===== config.mk =====
export PLATFORM = sky130hd
export DESIGN_NAME = retimer_channel_ctrl_regs
export DESIGN_NICKNAME = d
export VERILOG_FILES = /design/src/core/retimer_regs_pkg.sv /design/src/core/loss_flag_if.sv /design/src/core/retimer_channel_ctrl_regs.sv /design/src/core/loss_flag_keeper.sv /design/src/core/override_select.sv
export SDC_FILE = /design/constraint.sdc
export NUM_CORES = 1
export LEC_CHECK = 0
export BUFFER_PORTS_ARGS = -buffer_cell sky130_fd_sc_hd__buf_2
export CAP_MARGIN = 20
export CORE_ASPECT_RATIO = 0.5
export CORE_UTILIZATION = 55
export DETAILED_ROUTE_END_ITERATION = 8
export PLACE_DENSITY_LB_ADDON = 0.15
export SLEW_MARGIN = 20
export SYNTH_ARGS = -nofsm -noshare
export SYNTH_HDL_FRONTEND = slang
export SYNTH_SLANG_ARGS = --single-unit

===== constraint.sdc =====
create_clock -name clk_sys_in -period 2.7 [get_ports clk_sys_in]
set_clock_uncertainty 0.1 [all_clocks]
set_input_delay 0.135 -clock clk_sys_in [delete_from_list [all_inputs] [get_ports clk_sys_in]]
set_output_delay 0.135 -clock clk_sys_in [all_outputs]
set_load 0.01 [all_outputs]

===== src/core/retimer_regs_pkg.sv =====
// Constants for the retimer per-channel control and status register bank.
package retimer_regs_pkg;
	localparam int unsigned NUM_CHANNELS = 2;

	// Register offsets inside the selected channel, plus the shared channel select at 0xFF.
	localparam logic [7:0] OFF_SOFT_RESET    = 8'h00;
	localparam logic [7:0] OFF_LOSS_FLAGS    = 8'h01;
	localparam logic [7:0] OFF_LOCK_STATUS   = 8'h02;
	localparam logic [7:0] OFF_MANUAL_BOOST  = 8'h03;
	localparam logic [7:0] OFF_CAP_START0    = 8'h08;
	localparam logic [7:0] OFF_OVERRIDE      = 8'h09;
	localparam logic [7:0] OFF_RECOVERY_RST  = 8'h0A;
	localparam logic [7:0] OFF_CAP_START1    = 8'h0B;
	localparam logic [7:0] OFF_LOCK_QUALIFY  = 8'h0C;
	localparam logic [7:0] OFF_APPLIED_BOOST = 8'h52;
	localparam logic [7:0] OFF_CHANNEL_SEL   = 8'hFF;

	// Field positions.
	localparam int unsigned BIT_SOFT_RESET    = 2;
	localparam int unsigned BIT_LOCK_LOSS     = 4;
	localparam int unsigned BIT_SD_LOSS       = 0;
	localparam int unsigned BIT_FAIL_CHECK    = 5;
	localparam int unsigned BIT_LOCK_IND      = 4;
	localparam int unsigned BIT_RECOVERY_LOCK = 3;
	localparam int unsigned BIT_MUX_OVR_EN    = 5;
	localparam int unsigned BIT_DIV_OVR_EN    = 2;
	localparam int unsigned BIT_RST_OVR_EN    = 3;
	localparam int unsigned BIT_RST_OVR_VAL   = 2;
	localparam int unsigned BIT_SBT_EN        = 3;
	localparam int unsigned BIT_CHSEL_INDEX   = 0;
	localparam int unsigned CAP_WIDTH         = 5;

	// Values after reset.
	localparam logic [7:0] DEF_MANUAL_BOOST = 8'h00;
	localparam logic [4:0] DEF_CAP_START0   = 5'h00;
	localparam logic [7:0] DEF_OVERRIDE     = 8'h00;
	localparam logic [7:0] DEF_RECOVERY_RST = 8'h10;
	localparam logic [4:0] DEF_CAP_START1   = 5'h0F;
	localparam logic [7:0] DEF_LOCK_QUALIFY = 8'h08;
	localparam logic [7:0] DEF_CHANNEL_SEL  = 8'h00;
	localparam logic [7:0] DEF_APPLIED      = 8'h00;
endpackage


===== src/core/loss_flag_if.sv =====
// Signals between the register bank and one sticky loss flag.
`timescale 1ns/1ps
`default_nettype none
interface loss_flag_if;
	logic event_seen;
	logic clear_req;
	logic flag;
	modport keeper (input event_seen, input clear_req, output flag);
	modport owner (output event_seen, output clear_req, input flag);
endinterface
`default_nettype wire


===== src/core/retimer_channel_ctrl_regs.sv =====
// Per-channel control and status register bank of a serial-data retimer.
//
// Summary of operation
// [RULE1] Writing one to bit 2 of offset channel_soft_reset returns the selected channel's registers to defaults and the bit then clears itself.
// [RULE2] Bit 4 of offset loss_interrupt_flags is a read-only flag for loss of clock-recovery lock, zero by default.
// [RULE3] Bit 0 of offset loss_interrupt_flags is a read-only flag for loss of input signal detect, zero by default.
// [RULE4] Offset recovery_lock_status reads failed lock check at bit 5, general lock at bit 4 and recovery lock at bit 3, other bits zero.
// [RULE5] The manual boost register drives the equalizer boost only while the manual boost enable is high, fields default zero.
// [RULE6] The boost value actually applied to the input equalizer reads back at offset 0x52.
// [RULE7] Boost stage 0 sits in bits 7:6, stage 1 in 5:4, stage 2 in 3:2 and stage 3 in 1:0.
// [RULE8] Offset cap_start_group0 holds the five-bit capacitor start value of group 0 in bits 4:0, default zero.
// [RULE9] Offset cap_start_group1 holds the five-bit capacitor start value of group 1 in bits 4:0, default 0x0F.
// [RULE10] With override bit 5 set the output mux select comes from its manual field, otherwise automatic.
// [RULE11] With override bit 2 set the divider select comes from its manual field, otherwise automatic.
// [RULE12] With bit 3 of offset recovery_reset_control set the recovery reset follows bit 2 of it, otherwise internal logic.
// [RULE13] Bit 3 of offset lock_qualify_control enables the single bit transition check as lock qualifier, enabled by default.
// [RULE14] Channel accesses go to the channel named by the select register at 0xFF until it is rewritten.
// [RULE15] Each loss flag sets on its event and stays set until software has read it; the code also clears it on a channel soft reset.
`timescale 1ns/1ps
`default_nettype none
module retimer_channel_ctrl_regs (
	// Clock and reset
	input  wire logic                                     clk_sys_in,
	input  wire logic                                     srst_in,
	// Register access port
	input  wire logic [7:0]                               reg_addr_in,
	input  wire logic [7:0]                               reg_wdata_in,
	input  wire logic                                     reg_wr_in,
	input  wire logic                                     reg_rd_in,
	output logic      [7:0]                               reg_rdata_out,
	output logic                                          reg_rvalid_out,
	// Per-channel status from the analog datapath
	input  wire logic [retimer_regs_pkg::NUM_CHANNELS-1:0] lock_loss_evt_in,
	input  wire logic [retimer_regs_pkg::NUM_CHANNELS-1:0] sd_loss_evt_in,
	input  wire logic [retimer_regs_pkg::NUM_CHANNELS-1:0] fail_lock_check_in,
	input  wire logic [retimer_regs_pkg::NUM_CHANNELS-1:0] lock_ind_in,
	input  wire logic [retimer_regs_pkg::NUM_CHANNELS-1:0] recovery_lock_in,
	// Per-channel automatic choices and fields held elsewhere
	input  wire logic [retimer_regs_pkg::NUM_CHANNELS-1:0]       manual_boost_en_in,
	input  wire logic [retimer_regs_pkg::NUM_CHANNELS-1:0][7:0]  auto_boost_in,
	input  wire logic [retimer_regs_pkg::NUM_CHANNELS-1:0][2:0]  mux_field_in,
	input  wire logic [retimer_regs_pkg::NUM_CHANNELS-1:0][2:0]  auto_mux_in,
	input  wire logic [retimer_regs_pkg::NUM_CHANNELS-1:0][2:0]  div_field_in,
	input  wire logic [retimer_regs_pkg::NUM_CHANNELS-1:0][2:0]  auto_div_in,
	input  wire logic [retimer_regs_pkg::NUM_CHANNELS-1:0]       auto_recovery_rst_in,
	// Per-channel controls to the datapath
	output logic      [retimer_regs_pkg::NUM_CHANNELS-1:0][7:0]  applied_boost_out,
	output logic      [retimer_regs_pkg::NUM_CHANNELS-1:0][2:0]  mux_sel_out,
	output logic      [retimer_regs_pkg::NUM_CHANNELS-1:0][2:0]  div_sel_out,
	output logic      [retimer_regs_pkg::NUM_CHANNELS-1:0]       recovery_rst_out,
	output logic      [retimer_regs_pkg::NUM_CHANNELS-1:0]       sbt_check_en_out,
	output logic      [retimer_regs_pkg::NUM_CHANNELS-1:0][4:0]  cap_start0_out,
	output logic      [retimer_regs_pkg::NUM_CHANNELS-1:0][4:0]  cap_start1_out
);
	localparam int unsigned NCH = retimer_regs_pkg::NUM_CHANNELS;

	function automatic logic addr_hit(input logic [7:0] addr, input logic [7:0] off);
		addr_hit = (addr == off);
	endfunction

	logic [7:0]                 chan_sel_r;
	logic                       sel_idx;
	logic [NCH-1:0]             soft_rst_r;
	logic [NCH-1:0][7:0]        boost_r;
	logic [NCH-1:0][4:0]        cap0_r;
	logic [NCH-1:0][7:0]        override_r;
	logic [NCH-1:0][7:0]        rec_rst_r;
	logic [NCH-1:0][4:0]        cap1_r;
	logic [NCH-1:0][7:0]        lockq_r;
	logic [NCH-1:0]             lock_flag;
	logic [NCH-1:0]             sd_flag;
	logic [7:0]                 rdata_nxt;

	// The select register lives outside every channel and steers all channel accesses.
	always_ff @(posedge clk_sys_in) begin
		if (srst_in) begin
			chan_sel_r <= retimer_regs_pkg::DEF_CHANNEL_SEL;
		end else if (reg_wr_in && addr_hit(reg_addr_in, retimer_regs_pkg::OFF_CHANNEL_SEL)) begin
			chan_sel_r <= reg_wdata_in; // [RULE14]
		end
	end

	assign sel_idx = chan_sel_r[retimer_regs_pkg::BIT_CHSEL_INDEX]; // [RULE14]

	for (genvar g = 0; g < NCH; g++) begin : g_chan
		logic        wr_here;
		logic        rd_flags;
		loss_flag_if lock_lf ();
		loss_flag_if sd_lf ();

		assign wr_here = reg_wr_in && (sel_idx == 1'(g)) &&
			!addr_hit(reg_addr_in, retimer_regs_pkg::OFF_CHANNEL_SEL); // [RULE14]
		assign rd_flags = reg_rd_in && (sel_idx == 1'(g)) &&
			addr_hit(reg_addr_in, retimer_regs_pkg::OFF_LOSS_FLAGS);

		// The reset bit lives for one cycle only, so software never sees it stuck.
		always_ff @(posedge clk_sys_in) begin
			if (srst_in) begin
				soft_rst_r[g] <= 1'b0;
			end else begin
				soft_rst_r[g] <= wr_here && addr_hit(reg_addr_in, retimer_regs_pkg::OFF_SOFT_RESET)
					&& reg_wdata_in[retimer_regs_pkg::BIT_SOFT_RESET]; // [RULE1]
			end
		end

		// Channel reset beats a write landing in the same cycle.
		always_ff @(posedge clk_sys_in) begin
			if (srst_in || soft_rst_r[g]) begin // [RULE1]
				boost_r[g]    <= retimer_regs_pkg::DEF_MANUAL_BOOST; // [RULE5]
				cap0_r[g]     <= retimer_regs_pkg::DEF_CAP_START0; // [RULE8]
				override_r[g] <= retimer_regs_pkg::DEF_OVERRIDE;
				rec_rst_r[g]  <= retimer_regs_pkg::DEF_RECOVERY_RST;
				cap1_r[g]     <= retimer_regs_pkg::DEF_CAP_START1; // [RULE9]
				lockq_r[g]    <= retimer_regs_pkg::DEF_LOCK_QUALIFY; // [RULE13]
			end else if (wr_here) begin
				unique case (reg_addr_in)
					retimer_regs_pkg::OFF_MANUAL_BOOST: boost_r[g] <= reg_wdata_in; // [RULE7]
					retimer_regs_pkg::OFF_CAP_START0: cap0_r[g] <= reg_wdata_in[4:0]; // [RULE8]
					retimer_regs_pkg::OFF_OVERRIDE: override_r[g] <= reg_wdata_in;
					retimer_regs_pkg::OFF_RECOVERY_RST: rec_rst_r[g] <= reg_wdata_in;
					retimer_regs_pkg::OFF_CAP_START1: cap1_r[g] <= reg_wdata_in[4:0]; // [RULE9]
					retimer_regs_pkg::OFF_LOCK_QUALIFY: lockq_r[g] <= reg_wdata_in;
					default: ;
				endcase
			end
		end

		assign lock_lf.event_seen = lock_loss_evt_in[g]; // [RULE2]
		assign lock_lf.clear_req  = rd_flags || soft_rst_r[g];
		assign sd_lf.event_seen   = sd_loss_evt_in[g]; // [RULE3]
		assign sd_lf.clear_req    = rd_flags || soft_rst_r[g];
		assign lock_flag[g]       = lock_lf.flag;
		assign sd_flag[g]         = sd_lf.flag;

		loss_flag_keeper u_lock_flag (
			.clk_sys_in (clk_sys_in),
			.srst_in    (srst_in),
			.lf         (lock_lf.keeper)
		);

		loss_flag_keeper u_sd_flag (
			.clk_sys_in (clk_sys_in),
			.srst_in    (srst_in),
			.lf         (sd_lf.keeper)
		);

		override_select #(.WIDTH(8), .RESET_VAL(retimer_regs_pkg::DEF_APPLIED)) u_boost (
			.clk_sys_in  (clk_sys_in),
			.srst_in     (srst_in),
			.override_in (manual_boost_en_in[g]), // [RULE5]
			.manual_in   (boost_r[g]),
			.auto_in     (auto_boost_in[g]),
			.value_out   (applied_boost_out[g])
		);

		override_select #(.WIDTH(3), .RESET_VAL(3'h0)) u_mux (
			.clk_sys_in  (clk_sys_in),
			.srst_in     (srst_in),
			.override_in (override_r[g][retimer_regs_pkg::BIT_MUX_OVR_EN]), // [RULE10]
			.manual_in   (mux_field_in[g]),
			.auto_in     (auto_mux_in[g]),
			.value_out   (mux_sel_out[g])
		);

		override_select #(.WIDTH(3), .RESET_VAL(3'h0)) u_div (
			.clk_sys_in  (clk_sys_in),
			.srst_in     (srst_in),
			.override_in (override_r[g][retimer_regs_pkg::BIT_DIV_OVR_EN]), // [RULE11]
			.manual_in   (div_field_in[g]),
			.auto_in     (auto_div_in[g]),
			.value_out   (div_sel_out[g])
		);

		override_select #(.WIDTH(1), .RESET_VAL(1'h0)) u_rec_rst (
			.clk_sys_in  (clk_sys_in),
			.srst_in     (srst_in),
			.override_in (rec_rst_r[g][retimer_regs_pkg::BIT_RST_OVR_EN]), // [RULE12]
			.manual_in   (rec_rst_r[g][retimer_regs_pkg::BIT_RST_OVR_VAL]),
			.auto_in     (auto_recovery_rst_in[g]),
			.value_out   (recovery_rst_out[g])
		);

		assign sbt_check_en_out[g] = lockq_r[g][retimer_regs_pkg::BIT_SBT_EN]; // [RULE13]
		assign cap_start0_out[g]   = cap0_r[g];
		assign cap_start1_out[g]   = cap1_r[g];
	end

	// Read data for the selected channel; unmapped offsets read as zero.
	always_comb begin
		rdata_nxt = 8'h00;
		unique case (reg_addr_in)
			retimer_regs_pkg::OFF_SOFT_RESET:
				rdata_nxt[retimer_regs_pkg::BIT_SOFT_RESET] = soft_rst_r[sel_idx]; // [RULE1]
			retimer_regs_pkg::OFF_LOSS_FLAGS: begin
				rdata_nxt[retimer_regs_pkg::BIT_LOCK_LOSS] = lock_flag[sel_idx]; // [RULE2]
				rdata_nxt[retimer_regs_pkg::BIT_SD_LOSS]   = sd_flag[sel_idx]; // [RULE3]
			end
			retimer_regs_pkg::OFF_LOCK_STATUS: begin
				rdata_nxt[retimer_regs_pkg::BIT_FAIL_CHECK]    = fail_lock_check_in[sel_idx]; // [RULE4]
				rdata_nxt[retimer_regs_pkg::BIT_LOCK_IND]      = lock_ind_in[sel_idx]; // [RULE4]
				rdata_nxt[retimer_regs_pkg::BIT_RECOVERY_LOCK] = recovery_lock_in[sel_idx]; // [RULE4]
			end
			retimer_regs_pkg::OFF_MANUAL_BOOST: rdata_nxt = boost_r[sel_idx];
			retimer_regs_pkg::OFF_CAP_START0: rdata_nxt = {3'h0, cap0_r[sel_idx]};
			retimer_regs_pkg::OFF_OVERRIDE: rdata_nxt = override_r[sel_idx];
			retimer_regs_pkg::OFF_RECOVERY_RST: rdata_nxt = rec_rst_r[sel_idx];
			retimer_regs_pkg::OFF_CAP_START1: rdata_nxt = {3'h0, cap1_r[sel_idx]};
			retimer_regs_pkg::OFF_LOCK_QUALIFY: rdata_nxt = lockq_r[sel_idx];
			retimer_regs_pkg::OFF_APPLIED_BOOST: rdata_nxt = applied_boost_out[sel_idx]; // [RULE6]
			retimer_regs_pkg::OFF_CHANNEL_SEL: rdata_nxt = chan_sel_r;
			default: rdata_nxt = 8'h00;
		endcase
	end

	always_ff @(posedge clk_sys_in) begin
		if (srst_in) begin
			reg_rdata_out  <= 8'h00;
			reg_rvalid_out <= 1'b0;
		end else begin
			reg_rvalid_out <= reg_rd_in;
			if (reg_rd_in) begin
				reg_rdata_out <= rdata_nxt;
			end
		end
	end
endmodule
`default_nettype wire


===== src/core/loss_flag_keeper.sv =====
// One sticky loss flag: set by its event, cleared when software reads it.
`timescale 1ns/1ps
`default_nettype none
module loss_flag_keeper (
	// Clock and reset
	input  wire logic   clk_sys_in,
	input  wire logic   srst_in,
	// Flag link
	loss_flag_if.keeper lf
);
	logic flag_r;

	// A loss that lands in the clearing cycle is kept, so set wins.
	always_ff @(posedge clk_sys_in) begin
		if (srst_in) begin
			flag_r <= 1'b0;
		end else if (lf.event_seen) begin
			flag_r <= 1'b1; // [RULE15]
		end else if (lf.clear_req) begin
			flag_r <= 1'b0;
		end
	end

	assign lf.flag = flag_r;
endmodule
`default_nettype wire


===== src/core/override_select.sv =====
// Registered choice between an automatic value and a software override.
`timescale 1ns/1ps
`default_nettype none
module override_select #(
	parameter int unsigned     WIDTH     = 3,
	parameter logic [WIDTH-1:0] RESET_VAL = '0
) (
	// Clock and reset
	input  wire logic             clk_sys_in,
	input  wire logic             srst_in,
	// Choice
	input  wire logic             override_in,
	input  wire logic [WIDTH-1:0] manual_in,
	input  wire logic [WIDTH-1:0] auto_in,
	output logic      [WIDTH-1:0] value_out
);
	always_ff @(posedge clk_sys_in) begin
		if (srst_in) begin
			value_out <= RESET_VAL;
		end else begin
			value_out <= override_in ? manual_in : auto_in;
		end
	end
endmodule
`default_nettype wire


# == Word level (Yosys, flattened, before mapping) ==
# Cells that the tools add are included.
# classes
bitwise_logic,1
muxes,47
eq_ne,10
reduce_logical,35
order_cmp,1
# op_table
cell,count
$mux 8,12
$eq 8x4->1 const B,5
$pmux 1 s9,3
$reduce_and 2->1,12
$mux 1,20
$mux 5,4
$eq 8x2->1 const B,2
$logic_and 1x1->1,13
$mux 3,4
$pmux 2 s6,1
$pmux 1 s10,1
$eq 8x1->1 const B,1
$eq 8x7->1 const B,1
$eq 8x8->1 const B,1
$logic_not 8->1,1
$pmux 1 s8,1
$reduce_bool 2->1,4
$pmux 1 s7,1
$logic_or 1x1->1,4
$lt 1x2->1 const B,1
$logic_not 1->1,1
$not 1->1,1
# totals
out_inout_bits,61
inputBits,74
reg_bits,137

# == Logic depth before layout (Yosys ltp) ==
# logic_depth
word_depth,6
ltp_mapped,8
depth_no_buf,5

# == Modules after synthesis ==
# From an unflattened synthesis, not the netlist that was laid out.
# hier_totals
hier_cells,668
hier_area_um2,6184.7
# modules_own_cells
module,cells_each,area_each_um2,n_inst,seq_area_each_um2
retimer_channel_ctrl_regs,558,4986.0,1,2062.0
override_select at g_chan[0].u_boost ...,26,285.3,2,160.2
override_select at g_chan[0].u_div ...,9,101.3,4,60.1
loss_flag_keeper,4,38.8,4,20.0
override_select at g_chan[0].u_rec_rst ...,3,33.8,2,20.0

# == Worst setup path before layout ==
# OpenSTA, ideal clock, no wires.
# synth_path
path_type,register to register
start,reg chan_sel_r[0]
end,reg reg_rdata_out[1]
n_path_buf,3
setup_time_ps,139
arrival_time_ps,1691
synth_period_minus_slack_ps,1930
path_stages_with_launch,8
path_slack_ps,770
required_time_ps,2461
cell_sequence,dfxtp_1 -> buf_2 -> buf_2 -> buf_2 -> mux2i_1 -> nor2_1 -> a2111oi_0 -> a211oi_1
# synth_between
elab_chain_cells,3
elab_cells_between_ends,15
classes_between,mux (15)
# synth_lines
item,line,source
start: declaration,retimer_channel_ctrl_regs.sv:61,logic [7:0] chan_sel_r;
start signal: assignment,retimer_channel_ctrl_regs.sv:77,chan_sel_r <= retimer_regs_pkg::DEF_CHANNEL_SEL;
start signal: assignment,retimer_channel_ctrl_regs.sv:79,chan_sel_r <= reg_wdata_in;
"$mux 8 (not written as such), or another cell as far along (2 in series)",retimer_channel_ctrl_regs.sv:209,retimer_regs_pkg::OFF_APPLIED_BOOST: rdata_nxt = applied_boost_out[sel_idx];
$pmux 1 s8 *,retimer_channel_ctrl_regs.sv:191,unique case (reg_addr_in)
end signal: assignment,retimer_channel_ctrl_regs.sv:222,reg_rdata_out <= rdata_nxt;
end: declaration,retimer_channel_ctrl_regs.sv:30,"output logic [7:0] reg_rdata_out,"
# Every way passes the cells marked *; elsewhere a longest branch is shown, timed or not. The select of a mux whose other input is x is not followed.
# A chain may end at the register's enable or synchronous reset.

# == Final worst setup path ==
# Same ends and word-level chain as after synthesis.

==> reports/summary.log <==
[yosys] fraction of synthesis flops using an asynchronous set or reset pin 0
[global_routing] global routing met3 resource utilization 0.0961
[die] IO Count 135
[route] drt pass-1 iters 9
[route] number of DRC markers after the initial detailed-route iteration 579
[cells_and_area] synth-to-layout area growth 29.3%
[route] routed wire length 20000 um
[yosys] dominant combinational cell family by area after synthesis multiplexers
[global_routing] aggregate global-route resource usage 0.349
[global_routing] total global routing overflow 0
[yosys] simple logic cell fraction of the synthesized area 0.164
[worst_setup_path] critical path peak fanout 22
[yosys] Most used DFF post-synth dfxtp_1
[cells_and_area] fraction of final layout cells sized beyond drive strength 1 0.263
[cts] CTS sink count 137
[yosys] post-synth design cell area 6250 um2
[cts] clock tree from TritonCTS yes
[cells_and_area] post-route core utilization 0.734
[job] Max Cap Violations 0
[yosys] number of enable-type register cells in the synthesized netlist 0
[yosys] number of synthesized register bits 137
[worst_setup_path] kind of critical path flip-flop to flip-flop
[yosys] proportion of synthesized chip area in sequential cells 0.439
[yosys] post-synthesis compound-gate area fraction 0.118
[cts] number of buffers created by CTS 17
[sta] Worst-Margin Slew 833 ps
[yosys] mean instance size in the synthesized netlist 9.53 um2
[power] leakage component of the power 3.16 nW
[worst_setup_path] cell at the slowest stage of the critical path dfxtp_2
[sta] fmax 0.431 GHz
[yosys] adder and majority gate portion of the synthesized area 0
[placed_design] setup slack at placement 421 ps
[outcome] failing checks design-rule violations
[sta] RSZ-0062 raised after global routing no
[sta] smallest setup slack after layout 377 ps
[die] Die ar. 11800 um2
[worst_setup_path] peak per-stage delay on the critical path 720 ps
[placed_design] placed wire-length estimate 13200 um
[cts] post-CTS setup buffer count 0
[global_routing] GR Util met1 0.481
[sta] final number of setup-violating endpoints 0
[cells_and_area] Post-Layout Inst Area 8090 um2
[global_routing] wire length of the first global-routing pass 31100 um
[yosys] syn_nets 730
[cells_and_area] most frequent standard cell in the layout excluding fill and tap cells dfxtp_1
[die] initial cell density of the core 0.568
[worst_setup_path] Arr. time, crit path 2500 ps
[sta] hold violation total from the final report 0
[die] Rows 27
[yosys] Mapped Cells 656
[route] detail-routed net length per standard cell 20.4 um
[yosys] xor/xnor share of the synthesized area 0
[placed_design] instance area at placement 6960 um2
[global_routing] met2 Track Usage GR 0.538
[cells_and_area] net count reported at finish 895
[cells_and_area] most frequent cells in the layout 136 x dfxtp_1, 134 x buf_2, 118 x mux2i_1
[cts] clk_lat worst skew 420 ps
[worst_setup_path] startpoint class of the critical path flip-flop
[sta] final slew viol count 0
[global_routing] antenna violations before repair 0
[worst_setup_path] Critical Path, Cell by Cell buf_4 > mux2i_1 > o21ai_0 > a2111oi_0 > a211oi_1
[placed_design] weighted congestion reported at the end of routability-driven placement 0.940
[worst_setup_path] Worst Path Required 2880 ps
[route] DRC violation count after routing 12
[cells_and_area] multi-input combinational cell area 3230 um2
[outcome] status complete, but fails checks
[cts] Root Driver clkbuf_16
[route] Via Count 5791
[hold_path] worst hold path type input port to flip-flop
[die] overall die width 153 um
[cells_and_area] fill cell instance count of the final layout 827
[sta] final-layout setup total negative slack 0 ps
[placed_design] port bufs 134
[yosys] multiplexer area fraction after synthesis 0.234
[global_routing] number of global-route vias before repair 5531
[global_routing] most used routing layer met2
[sta] smallest hold slack 21.5 ps
[sta] headroom to the max-slew limit 0.444
[cells_and_area] flip-flop and latch area 2740 um2
[route] antenna viol nets, final 0
[route] vias per cell 5.92
[power] power per cell area 603 nW/um2
[cts] register clock-pin slew on the reported worst setup and hold paths 60 ps
[worst_setup_path] critical path endpoint category flip-flop
[die] core area 11000 um2
[yosys] yosys synthesis warning count 0
[cts] maximum buffer depth of the clock tree 2
[yosys] count of cell types in the netlist 64
[sta] share of the clock period used by the worst path 0.860
[cts] H-tree Lvls 4
[global_routing] pin count of the biggest net entering global routing 43
[cells_and_area] number of diodes 0
[power] worst-case vdd ir drop 418 uV
[sta] time the worst path needs with I/O delays and setup 2320 ps
[die] vertical die dimension 77.4 um
==> synthesized netlist by cell type, types with 3 or more instances <==
library cell | count | area share
a211oi_1 | 6 | 0.0072
a21oi_1 | 36 | 0.029
a311oi_1 | 3 | 0.0042
buf_1 | 5 | 0.0030
buf_2 | 19 | 0.015
buf_4 | 5 | 0.0060
clkbuf_1 | 24 | 0.014
dfxtp_1 | 137 | 0.44
inv_1 | 4 | 0.0024
mux2_2 | 7 | 0.013
mux2i_1 | 118 | 0.19
mux4_2 | 9 | 0.032
nand2_1 | 56 | 0.034
nand2b_1 | 4 | 0.0040
nand4_1 | 6 | 0.0060
nor2_1 | 103 | 0.062
nor3_4 | 3 | 0.0078
nor4_1 | 3 | 0.0030
o21ai_0 | 40 | 0.032
o22ai_1 | 4 | 0.0040
o32ai_1 | 3 | 0.0042
==> per-layer routing <==
layer / wire, um / up-vias
met5: 0 / -
met2: 8640 / 315
met1: 8910 / 2781
met4: 221 / 0
met3: 2180 / 24
li1: - / 2671
==> worst max-delay path, delay by kind of cell (launching register included) <==
kind	cells	cell delay, ps
compound gates	3	690
buf+inv	1	450
flops	1	720
mux	1	220
==> metrics by stage <==
step,power [W],cells
3_3_place_gp,0.00242,895
4_1_cts,0.00487,979
5_1_grt,0.00500,979
3_5_place_dp,0.00242,895
6_report,0.00487,979
2_1_floorplan,0.00228,656
==> sequential cells by signal (all words and copies together), names as in the netlist, 6 cells and up <==
| register | flops |
|---|---|
| boost_r | 16 |
| g_chan.u_boost.value_out | 16 |
| override_r | 16 |
| rec_rst_r | 16 |
| lockq_r | 14 |
| cap_start0_out | 10 |
| cap_start1_out | 10 |
| chan_sel_r | 8 |
| reg_rdata_out | 8 |
| g_chan.u_div.value_out | 6 |
| g_chan.u_mux.value_out | 6 |
==> what timing repair did <==
action | 4_1_cts | 5_1_grt
hold buffers | 52 | 0
endpoints found under the hold margin | 44 | 0
resized for setup | 0 | 0
==> cells by family after synthesis <==
family,count (synthesis)
DFF,137
AOI/OAI and AO/OA,120
and+or+nand+nor,205
muxes,134
buffers and inverters,60
==> area by class of cell <==
class                           instances  share of cell area
Timing Repair Buffer                  202               0.162
Clock inverter                         14              0.0209
Clock buffer                           18              0.0543
Tap cell                              145              0.0224
Inverter                                4             0.00186
Sequential cell                       137               0.339
Multi-Input combinational cell        459               0.399
==> final timing paths <==
path,from,endpoint,slack [ps],depth (start not counted)
max reg2reg,chan_sel_r[0],reg_rdata_out[1],380,5
min,reg_wdata_in[0],lockq_r[0],20,3
min reg2reg,lockq_r[8],lockq_r[8],370,2
max,chan_sel_r[0],reg_rdata_out[1],380,5
==> power by group <==
part           switching (W)  total [W]  internal, W
Clock               0.000940    0.00242      0.00148
Sequential         0.0000157    0.00207      0.00205
Combinational       0.000214   0.000381     0.000167
Power figures use the tool's default switching activity.
